--- src/logic/pmic_irq_pkg.sv ---
// Constants, register map and carrier types of the interrupt and pin block.
//
// Summary of operation
// - Event bit latches until software clears it.
// - Writing one clears only those event bits.
// - Reading event registers never clears anything.
// - Primary interrupt ORs its unmasked event bits.
// - Per-event mask; masked events still latch.
// - Request pin high while enabled event pending.
// - Twelve pins, direction chosen per pin.
// - Per-pin polarity for input and output.
// - Per-pin pull none, up or down.
// - Output drive push-pull or open-drain.
// - Tri-state setting leaves pin undriven.
// - Input pins raise their own latched event bits.
// - Alternate input functions drive control requests.
// - Alternate outputs: state, 32kHz, scaling, power-good.
// - Per-pin supply domain bit, resets default.
package pmic_irq_pkg;

    localparam int PIN_COUNT = 12;
    localparam int SYS_COUNT = 8;
    localparam int PRIM_COUNT = 2;
    localparam int DATA_W = 16;
    localparam int ADDR_W = 8;

    // Register indices.
    localparam logic [7:0] PRIMARY_STATUS_ADDR = 8'h00;
    localparam logic [7:0] PRIMARY_MASK_ADDR = 8'h01;
    localparam logic [7:0] GPIO_EVENT_ADDR = 8'h02;
    localparam logic [7:0] GPIO_EVENT_MASK_ADDR = 8'h03;
    localparam logic [7:0] SYS_EVENT_ADDR = 8'h04;
    localparam logic [7:0] SYS_EVENT_MASK_ADDR = 8'h05;
    localparam logic [7:0] GPIO_LEVEL_ADDR = 8'h06;
    localparam logic [7:0] GPIO_DATA_ADDR = 8'h07;
    localparam logic [3:0] GPIO_CFG_PAGE = 4'h1;

    // Primary interrupt bit positions.
    localparam int PRIM_GPIO_BIT = 0;
    localparam int PRIM_SYS_BIT = 1;

    // Reset values: every source masked, pins idle.
    localparam logic [1:0] PRIMARY_MASK_RESET = 2'h3;
    localparam logic [11:0] GPIO_MASK_RESET = 12'hFFF;
    localparam logic [7:0] SYS_MASK_RESET = 8'hFF;
    localparam logic [15:0] GPIO_CFG_RESET = 16'h0400;

    // Pull selections.
    localparam logic [1:0] PULL_NONE = 2'h0;
    localparam logic [1:0] PULL_DOWN = 2'h1;
    localparam logic [1:0] PULL_UP = 2'h2;

    // Pin function codes.
    localparam logic [3:0] FUNC_GPIO = 4'h0;
    localparam logic [3:0] FUNC_POWER_REQ = 4'h1;
    localparam logic [3:0] FUNC_SCALING_REQ = 4'h2;
    localparam logic [3:0] FUNC_MODE_CTRL = 4'h3;
    localparam logic [3:0] FUNC_POWER_IND = 4'h8;
    localparam logic [3:0] FUNC_CLK32K = 4'h9;
    localparam logic [3:0] FUNC_SCALING_DONE = 4'hA;
    localparam logic [3:0] FUNC_SYS_PGOOD = 4'hB;
    localparam logic [3:0] FUNC_CONV_PGOOD = 4'hC;

    // Timing of the 32kHz output derived from the 100 MHz clock.
    localparam int MCLK_HZ = 100_000_000;
    localparam int CLK32K_HZ = 32_768;
    localparam int CLK32K_HALF_CYC = MCLK_HZ / (2 * CLK32K_HZ);
    localparam logic [11:0] CLK32K_HALF_LAST = 12'(CLK32K_HALF_CYC - 1);

    // Per-pin configuration word, one register per pin.
    typedef struct packed {
        logic dir_out;
        logic active_low;
        logic [1:0] pull;
        logic open_drain;
        logic tristate;
        logic alt_domain;
        logic int_en;
        logic [3:0] reserved;
        logic [3:0] func;
    } gpio_cfg_type;

    // Register port request from software.
    typedef struct packed {
        logic [ADDR_W-1:0] addr;
        logic [DATA_W-1:0] wdata;
        logic wr;
        logic rd;
    } reg_req_type;

endpackage

--- src/logic/pmic_irq_gpio.sv ---
// Two-level interrupt logic with twelve configurable general-purpose pins.
module pmic_irq_gpio
    import pmic_irq_pkg::*;
(
    input wire logic mclk,
    input wire logic rst,
    input wire reg_req_type req,
    output logic [DATA_W-1:0] rdata,
    input wire logic [PIN_COUNT-1:0] gpio_in,
    output logic [PIN_COUNT-1:0] gpio_out,
    output logic [PIN_COUNT-1:0] gpio_oe,
    output logic [PIN_COUNT-1:0] pull_up_en,
    output logic [PIN_COUNT-1:0] pull_down_en,
    output logic [PIN_COUNT-1:0] alt_domain_sel,
    input wire logic [SYS_COUNT-1:0] sys_event_in,
    input wire logic power_state_ind,
    input wire logic dynamic_voltage_scaling_done,
    input wire logic sys_pgood,
    input wire logic conv_pgood,
    output logic power_state_req,
    output logic dynamic_voltage_scaling_req,
    output logic reg_mode_ctrl,
    output logic irq
);

    // ------------------------------------------------------------------
    // Decode helpers
    // ------------------------------------------------------------------
    function automatic logic func_is(gpio_cfg_type c, logic [3:0] code);
        return c.func == code;
    endfunction

    function automatic logic cfg_hit(logic [ADDR_W-1:0] a);
        return a[7:4] == GPIO_CFG_PAGE && a[3:0] < 4'(PIN_COUNT);
    endfunction

    // ------------------------------------------------------------------
    // State
    // ------------------------------------------------------------------
    gpio_cfg_type cfg_r [PIN_COUNT];
    logic [1:0] primary_mask_r;
    logic [PIN_COUNT-1:0] gpio_event_r;
    logic [PIN_COUNT-1:0] gpio_event_nxt;
    logic [PIN_COUNT-1:0] gpio_mask_r;
    logic [SYS_COUNT-1:0] sys_event_r;
    logic [SYS_COUNT-1:0] sys_event_nxt;
    logic [SYS_COUNT-1:0] sys_mask_r;
    logic [PIN_COUNT-1:0] gpio_data_r;
    logic [PIN_COUNT-1:0] sync1_r;
    logic [PIN_COUNT-1:0] sync2_r;
    logic [PIN_COUNT-1:0] level_r;
    logic [PIN_COUNT-1:0] level_nxt;
    logic [PIN_COUNT-1:0] pin_set;
    logic [PIN_COUNT-1:0] out_nxt;
    logic [PIN_COUNT-1:0] oe_nxt;
    logic [PIN_COUNT-1:0] pu_nxt;
    logic [PIN_COUNT-1:0] pd_nxt;
    logic [PIN_COUNT-1:0] dom_nxt;
    logic [PIN_COUNT-1:0] preq_vec;
    logic [PIN_COUNT-1:0] scaling_vec;
    logic [PIN_COUNT-1:0] mode_vec;
    logic [1:0] primary;
    logic [11:0] div_r;
    logic clk32k_r;
    logic [DATA_W-1:0] rdata_r;
    logic irq_r;
    logic [3:0] cfg_idx;

    assign cfg_idx = req.addr[3:0];

    // ------------------------------------------------------------------
    // Pin input synchroniser
    // ------------------------------------------------------------------
    // The first stage feeds only the second, so a metastable sample never
    // reaches the edge detector.
    always_ff @(posedge mclk) begin
        if (rst) begin
            sync1_r <= '0;
            sync2_r <= '0;
            level_r <= '0;
        end else begin
            sync1_r <= gpio_in;
            sync2_r <= sync1_r;
            level_r <= level_nxt;
        end
    end

    // ------------------------------------------------------------------
    // Per-pin logic
    // ------------------------------------------------------------------
    for (genvar i = 0; i < PIN_COUNT; i++) begin : g_pin
        logic drive_val;
        logic asserted;
        always_comb begin
            // Asserted level after polarity.
            level_nxt[i] = sync2_r[i] ^ cfg_r[i].active_low;
            // Event on the asserted edge of an input pin.
            pin_set[i] = cfg_r[i].int_en && !cfg_r[i].dir_out
                && level_nxt[i] && !level_r[i];
            case (cfg_r[i].func)
                FUNC_POWER_IND: asserted = power_state_ind;
                FUNC_CLK32K: asserted = clk32k_r;
                FUNC_SCALING_DONE: begin
                    asserted = dynamic_voltage_scaling_done;
                end
                FUNC_SYS_PGOOD: asserted = sys_pgood;
                FUNC_CONV_PGOOD: asserted = conv_pgood;
                default: asserted = gpio_data_r[i];
            endcase
            drive_val = asserted ^ cfg_r[i].active_low;
            if (!cfg_r[i].dir_out || cfg_r[i].tristate) begin
                out_nxt[i] = 1'b0;
                oe_nxt[i] = 1'b0;
            end else if (cfg_r[i].open_drain) begin
                out_nxt[i] = 1'b0;
                oe_nxt[i] = !drive_val;
            end else begin
                out_nxt[i] = drive_val;
                oe_nxt[i] = 1'b1;
            end
            pu_nxt[i] = cfg_r[i].pull == PULL_UP;
            pd_nxt[i] = cfg_r[i].pull == PULL_DOWN;
            dom_nxt[i] = cfg_r[i].alt_domain;
            // Alternate input functions only listen to input pins.
            preq_vec[i] = !cfg_r[i].dir_out
                && func_is(cfg_r[i], FUNC_POWER_REQ) && level_nxt[i];
            scaling_vec[i] = !cfg_r[i].dir_out
                && func_is(cfg_r[i], FUNC_SCALING_REQ)
                && level_nxt[i];
            mode_vec[i] = !cfg_r[i].dir_out
                && func_is(cfg_r[i], FUNC_MODE_CTRL) && level_nxt[i];
        end

        a_pull_select: assert property (
            @(posedge mclk) disable iff (rst)
            cfg_r[i].pull == PULL_UP |=> pull_up_en[i] && !pull_down_en[i])
            else $error("Pull-up selection not applied.");
    end

    always_ff @(posedge mclk) begin
        if (rst) begin
            gpio_out <= '0;
            gpio_oe <= '0;
            pull_up_en <= '0;
            pull_down_en <= '0;
            alt_domain_sel <= '0;
            power_state_req <= 1'b0;
            dynamic_voltage_scaling_req <= 1'b0;
            reg_mode_ctrl <= 1'b0;
        end else begin
            gpio_out <= out_nxt;
            gpio_oe <= oe_nxt;
            pull_up_en <= pu_nxt;
            pull_down_en <= pd_nxt;
            alt_domain_sel <= dom_nxt;
            power_state_req <= |preq_vec;
            dynamic_voltage_scaling_req <= |scaling_vec;
            reg_mode_ctrl <= |mode_vec;
        end
    end

    // ------------------------------------------------------------------
    // 32kHz divider
    // ------------------------------------------------------------------
    // Integer division leaves the output slightly fast; a low-frequency
    // reference, not a timing-accurate crystal replacement.
    always_ff @(posedge mclk) begin
        if (rst) begin
            div_r <= '0;
            clk32k_r <= 1'b0;
        end else if (div_r == CLK32K_HALF_LAST) begin
            div_r <= '0;
            clk32k_r <= !clk32k_r;
        end else begin
            div_r <= div_r + 12'h001;
        end
    end

    // ------------------------------------------------------------------
    // Secondary events
    // ------------------------------------------------------------------
    always_comb begin
        gpio_event_nxt = gpio_event_r;
        sys_event_nxt = sys_event_r;
        if (req.wr && req.addr == GPIO_EVENT_ADDR) begin
            gpio_event_nxt = gpio_event_r
                & ~req.wdata[PIN_COUNT-1:0];
        end
        if (req.wr && req.addr == SYS_EVENT_ADDR) begin
            sys_event_nxt = sys_event_r
                & ~req.wdata[SYS_COUNT-1:0];
        end
        // Setting after clearing lets a fresh event win the cycle.
        gpio_event_nxt = gpio_event_nxt | pin_set;
        sys_event_nxt = sys_event_nxt | sys_event_in;
    end

    always_ff @(posedge mclk) begin
        if (rst) begin
            gpio_event_r <= '0;
            sys_event_r <= '0;
        end else begin
            gpio_event_r <= gpio_event_nxt;
            sys_event_r <= sys_event_nxt;
        end
    end

    // ------------------------------------------------------------------
    // Control registers
    // ------------------------------------------------------------------
    always_ff @(posedge mclk) begin
        if (rst) begin
            primary_mask_r <= PRIMARY_MASK_RESET;
            gpio_mask_r <= GPIO_MASK_RESET;
            sys_mask_r <= SYS_MASK_RESET;
            gpio_data_r <= '0;
            for (int n = 0; n < PIN_COUNT; n++) begin
                cfg_r[n] <= GPIO_CFG_RESET;
            end
        end else if (req.wr) begin
            case (req.addr)
                PRIMARY_MASK_ADDR: primary_mask_r <= req.wdata[1:0];
                GPIO_EVENT_MASK_ADDR: begin
                    gpio_mask_r <= req.wdata[PIN_COUNT-1:0];
                end
                SYS_EVENT_MASK_ADDR: begin
                    sys_mask_r <= req.wdata[SYS_COUNT-1:0];
                end
                GPIO_DATA_ADDR: gpio_data_r <= req.wdata[PIN_COUNT-1:0];
                default: begin
                    if (cfg_hit(req.addr)) begin
                        cfg_r[cfg_idx] <= req.wdata;
                    end
                end
            endcase
        end
    end

    // ------------------------------------------------------------------
    // Primary interrupts and request pin
    // ------------------------------------------------------------------
    always_comb begin
        primary[PRIM_GPIO_BIT] = |(gpio_event_r & ~gpio_mask_r);
        primary[PRIM_SYS_BIT] = |(sys_event_r & ~sys_mask_r);
    end

    always_ff @(posedge mclk) begin
        if (rst) begin
            irq_r <= 1'b0;
        end else begin
            irq_r <= |(primary & ~primary_mask_r);
        end
    end

    // ------------------------------------------------------------------
    // Read port
    // ------------------------------------------------------------------
    // Reads are pure: nothing below touches the event registers.
    always_ff @(posedge mclk) begin
        if (rst) begin
            rdata_r <= '0;
        end else if (req.rd) begin
            rdata_r <= '0;
            case (req.addr)
                PRIMARY_STATUS_ADDR: rdata_r[1:0] <= primary;
                PRIMARY_MASK_ADDR: rdata_r[1:0] <= primary_mask_r;
                GPIO_EVENT_ADDR: begin
                    rdata_r[PIN_COUNT-1:0] <= gpio_event_r;
                end
                GPIO_EVENT_MASK_ADDR: rdata_r[PIN_COUNT-1:0] <= gpio_mask_r;
                SYS_EVENT_ADDR: begin
                    rdata_r[SYS_COUNT-1:0] <= sys_event_r;
                end
                SYS_EVENT_MASK_ADDR: rdata_r[SYS_COUNT-1:0] <= sys_mask_r;
                GPIO_LEVEL_ADDR: rdata_r[PIN_COUNT-1:0] <= level_r;
                GPIO_DATA_ADDR: rdata_r[PIN_COUNT-1:0] <= gpio_data_r;
                default: begin
                    if (cfg_hit(req.addr)) begin
                        rdata_r <= cfg_r[cfg_idx];
                    end
                end
            endcase
        end
    end

    assign rdata = rdata_r;
    assign irq = irq_r;

    // ------------------------------------------------------------------
    // Assertions
    // ------------------------------------------------------------------
    a_event_sticky: assert property (
        @(posedge mclk) disable iff (rst)
        $past(gpio_event_r[0]) && !($past(req.wr)
            && $past(req.addr) == GPIO_EVENT_ADDR && $past(req.wdata[0]))
        |-> gpio_event_r[0])
        else $error("Event bit dropped without a clear.");

    // A fresh event in the clearing cycle may legally set a zero-written bit.
    a_clear_only_ones: assert property (
        @(posedge mclk) disable iff (rst)
        req.wr && req.addr == SYS_EVENT_ADDR
        |=> ((sys_event_r & $past(~req.wdata[SYS_COUNT-1:0]))
            == (($past(sys_event_r) | $past(sys_event_in))
            & $past(~req.wdata[SYS_COUNT-1:0]))))
        else $error("Clear touched a bit written as zero.");

    a_gpio_w1c: assert property (
        @(posedge mclk) disable iff (rst)
        req.wr && req.addr == GPIO_EVENT_ADDR && req.wdata[5] && !pin_set[5]
        |=> !gpio_event_r[5])
        else $error("Pin event survived a clear.");

    a_read_no_clear: assert property (
        @(posedge mclk) disable iff (rst)
        req.rd && !req.wr |=> sys_event_r == ($past(sys_event_r)
            | $past(sys_event_in)))
        else $error("Read altered latched events.");

    a_masked_latch: assert property (
        @(posedge mclk) disable iff (rst)
        sys_event_in[0] && sys_mask_r[0] |=> sys_event_r[0])
        else $error("Masked event failed to latch.");

    a_primary_or: assert property (
        @(posedge mclk) disable iff (rst)
        primary[PRIM_SYS_BIT] == |(sys_event_r & ~sys_mask_r))
        else $error("Primary does not follow unmasked events.");

    a_irq_follows: assert property (
        @(posedge mclk) disable iff (rst)
        ##1 irq == $past(|(primary & ~primary_mask_r)))
        else $error("Request pin wrong one cycle after cause.");

    a_set_wins: assert property (
        @(posedge mclk) disable iff (rst)
        sys_event_in[1] && req.wr && req.addr == SYS_EVENT_ADDR
        && req.wdata[1] |=> sys_event_r[1])
        else $error("Event lost against a clear.");

    a_tristate_quiet: assert property (
        @(posedge mclk) disable iff (rst)
        cfg_r[0].tristate |=> !gpio_oe[0])
        else $error("Tri-stated pin driven.");

    a_open_drain_low: assert property (
        @(posedge mclk) disable iff (rst)
        gpio_oe[1] && $past(cfg_r[1].open_drain) |-> !gpio_out[1])
        else $error("Open-drain pin drove high.");

    a_domain_follow: assert property (
        @(posedge mclk) disable iff (rst)
        alt_domain_sel[5] == $past(cfg_r[5].alt_domain))
        else $error("Supply domain select does not follow its bit.");

    a_pin_edge: assert property (
        @(posedge mclk) disable iff (rst)
        cfg_r[2].int_en && !cfg_r[2].dir_out && !cfg_r[2].active_low
        && !level_r[2] && sync2_r[2] |=> gpio_event_r[2])
        else $error("Asserted pin edge did not raise its event.");

endmodule

--- config.mk ---
export PLATFORM = sky130hd
export DESIGN_NAME = pmic_irq_gpio
export DESIGN_NICKNAME = d
export VERILOG_FILES = /design/src/logic/pmic_irq_pkg.sv /design/src/logic/pmic_irq_gpio.sv
export SDC_FILE = /design/constraint.sdc
export NUM_CORES = 1
export LEC_CHECK = 0
export BUFFER_PORTS_ARGS = -buffer_cell sky130_fd_sc_hd__clkbuf_2
export CAP_MARGIN = 20
export CORE_AREA = 8 8 171 173
export DETAILED_ROUTE_END_ITERATION = 10
export DIE_AREA = 0 0 179 181
export PLACE_DENSITY = 0.85
export SYNTH_ARGS = -nofsm -noshare
export SYNTH_HDL_FRONTEND = slang
export SYNTH_SLANG_ARGS = --single-unit
--- constraint.sdc ---
create_clock -name mclk -period 4.6 [get_ports mclk]
set_input_delay 1.15 -clock mclk [delete_from_list [all_inputs] [get_ports mclk]]
set_output_delay 1.15 -clock mclk [all_outputs]
set_load 0.02 [all_outputs]
==> flow_summary.json <==
{
  "status": "finished, final reports clean",
  "cts_tree": "yes",
  "critPathLaunchType": "input pin",
  "antenna_found_initial": 2,
  "seq_area_mm2": 0.00943,
  "area_growth_pct": 12.8,
  "root_buffer": "clkbuf_16",
  "reg2reg_depth": 5,
  "synth_xor_xnor_area_share_pct": 1.83,
  "setup_ws_ns": 1.46,
  "finalNetCount": 1609,
  "dpl_cell_area_mm2": 0.0176,
  "maxCapViolations": 0,
  "rows": 60,
  "tightestPinTransition_ns": 0.976,
  "grt_max_degree": 70,
  "drc": 0,
  "synth_mux_area_share_pct": 8.72,
  "via_count": 12600,
  "synthAdderAreaFrac_pct": 0.149,
  "synth_top_family_by_area": "simple AND/OR/NAND/NOR gates",
  "powerDensity_mw_per_mm2": 395,
  "hpwl_um": 34500,
  "r2r-start": "cfg_r[6][2]",
  "final_cell_mix": "edfxtp_1, dfxtp_1, and2_1",
  "die_w_um": 179,
  "clkSinkCount": 375,
  "coreArea_mm2": 0.0265,
  "finalCritPeriodShare_pct": 68.3,
  "ir_drop_v": 0.000389,
  "syn_area_mm2": 0.0168,
  "final_core_util_pct": 71.3,
  "nFillCells": 1806,
  "setup_viol": 0,
  "die_area_mm2": 0.0324,
  "die_h_um": 181,
  "crit_fanout": 17,
  "port_buffers": 131,
  "r2r_setup_slack_ns": 2.19,
  "clkLatencyLatePin_ns": 0.54,
  "max_freq_mhz": 318,
  "routedWlPerCell_um": 25.6,
  "htree_levels": 2,
  "finalWirelength_um": 49200,
  "multi_input_area_mm2": 0.00684,
  "io_pins": 132,
  "drv_slew": 0,
  "tns_ns": 0,
  "whs_path_depth": 1,
  "min-delay-start": "sync1_r[3]",
  "cts_resized": 0,
  "place.gp.congestion": 1.01,
  "cts.clk_slew.worst_paths_ns": 0.06,
  "leakagePower_nw": 6.84,
  "overflow": 0,
  "cts_buffer_depth": 3,
  "syn_area_per_cell_um2": 11.5,
  "ys_ff_latch": 375,
  "yosys_warnings": 0,
  "finalInstanceArea_mm2": 0.0189,
  "antenna_left": 0,
  "numCtsBuffers": 39,
  "track_usage_pct": 30.2,
  "hold_class": "reg2reg",
  "relSlewSlack_pct": 34.0,
  "crit_type": "in2reg",
  "whs_endpoint": "sync2_r[3]",
  "worst_ep_arrival_time_ns": 3.33,
  "finClkSkew_ns": 0.0196,
  "synth-compound-area-share_pct": 8.44,
  "initial_core_util_pct": 63.2,
  "endpoint_kind": "flop",
  "drive_gt1_share_pct": 19.9,
  "cts_hold_buffers": 0,
  "synth.net_count": 1507,
  "crit_required_ns": 4.79,
  "grt_pass1_vias": 12300,
  "async_reset_ff_share_pct": 0,
  "synthSimpleGateAreaFrac_pct": 21.7,
  "yosysSeqAreaShare_pct": 56.3,
  "grt_pass1_wl_um": 74700,
  "synth_edf_count": 192,
  "drtIter0Drc": 1605,
  "finalCriticalPeriod_ns": 3.14,
  "drtPass1Iterations": 6,
  "netlist_instances": 1453,
  "hold_viol": 0,
  "drt-vias-per-instance": 6.55,
  "dp_cells": 1855,
  "synth_cell_types": 63,
  "reg2reg_to": "gpio_out[6]",
  "rsz0062_at_grt": "false",
  "place_ws_ns": 1.07,
  "final_common_cell": "edfxtp_1",
  "finalNonFillerCells": 1925,
  "postCtsSetupBuffers": 0,
  "synth_ff_type": "edfxtp_1"
}
[worst max-delay path by stage]
stage / end / start / cells past startpoint
3_5_place_dp: cfg_r[4][7] / req[23] / 6
5_1_grt: cfg_r[4][5] / req[23] / 6
3_3_place_gp: cfg_r[4][2] / req[23] / 6
6_report: cfg_r[4][5] / req[23] / 6
4_1_cts: cfg_r[4][13] / req[23] / 6
2_1_floorplan: cfg_r[8][0] / req[23] / 6
[critical path, cell delays in order]
cell	delay [ns]
clkbuf_2	0.10
nor3_1	0.19
and3_1	0.28
nand4b_1	0.44
nor3_2	0.69
or2_2	0.46
[cells in the mapped netlist (all sizes together) (5+ instances only)]
| cell | count | share of area, % |
|---|---|---|
| o22ai | 8 | 0.30 |
| clkbuf | 67 | 1.5 |
| edfxtp | 192 | 34 |
| nor3 | 7 | 0.33 |
| nand3 | 22 | 0.66 |
| or3 | 9 | 0.34 |
| nand2 | 112 | 2.5 |
| a32oi | 13 | 0.68 |
| o32ai | 5 | 0.26 |
| xor2 | 10 | 0.52 |
| dfxtp | 183 | 22 |
| nor2 | 104 | 2.3 |
| buf | 27 | 0.79 |
| mux2 | 6 | 0.40 |
| a22oi | 17 | 0.76 |
| o31ai | 8 | 0.36 |
| nor2b | 66 | 2.5 |
| nor3b | 40 | 1.8 |
| xnor2 | 25 | 1.3 |
| nor4b | 17 | 0.89 |
| nor4 | 14 | 0.56 |
| and3 | 6 | 0.22 |
| a21oi | 63 | 1.9 |
| inv | 28 | 0.63 |
| a211oi | 7 | 0.31 |
| and2 | 183 | 6.8 |
| o21ai | 24 | 0.72 |
| or4b | 5 | 0.30 |
| or2 | 20 | 0.75 |
| nand2b | 15 | 0.56 |
| a22o | 8 | 0.42 |
| nand4 | 8 | 0.30 |
| a221oi | 7 | 0.37 |
| a311oi | 7 | 0.40 |
| a211o | 22 | 1.1 |
| mux4 | 61 | 8.2 |
[power by group]
part	total, mW	internal [mW]	switching, mW
Combinational	0.616	0.229	0.387
Sequential	3.78	3.66	0.126
Clock	3.07	1.77	1.30
Total	7.47	5.66	1.81
[cells by family after synthesis]
| kind of cell | Yosys count |
|---|---|
| AO/OA/AOI/OAI | 205 |
| buffers and inverters | 122 |
| AND/OR/NAND/NOR | 645 |
| multiplexers | 69 |
| adder cells (fa/ha/maj) | 2 |
| flip-flops | 375 |
| XOR/XNOR | 35 |
[state kept, by name, summed over array words and instances (netlist names), 12 cells and up]
register	count
gpio_out	12
gpio_data_r	12
level_r	12
gpio_oe	12
div_r	12
sync2_r	12
rdata	16
gpio_event_r	12
sync1_r	12
gpio_mask_r	12
pull_down_en	12
alt_domain_sel	12
cfg_r	192
pull_up_en	12
[final cells by class]
type / count / share of cell area, %
sequential: 375 / 49.9
multi-input combinational: 956 / 36.2
clock buffer: 55 / 6.14
timing repair buffer: 155 / 4.47
tap: 341 / 2.26
inverter: 28 / 0.556
clock inverter: 14 / 0.457
antenna: 1 / 0.0132
[stage by stage]
| step | hold slack, ns | power, mW |
|---|---|---|
| 4_1_cts | 0.440 | 7.45 |
| 6_report | 0.439 | 7.47 |
| 3_5_place_dp | 0.422 | 4.45 |
| 5_1_grt | 0.464 | 7.64 |
| 2_1_floorplan | 0.414 | 4.19 |
| 3_3_place_gp | 0.419 | 4.43 |
[per-layer routing]
metal,part of all wire [%],global-route usage [%],vias to the layer above
met4,3.4,10.4,4
li1,-,-,5461
met3,13,8.51,135
met2,46,47.5,857
met5,0.055,0,-
met1,37,39.5,6146
(Power assumes the default switching activity.)
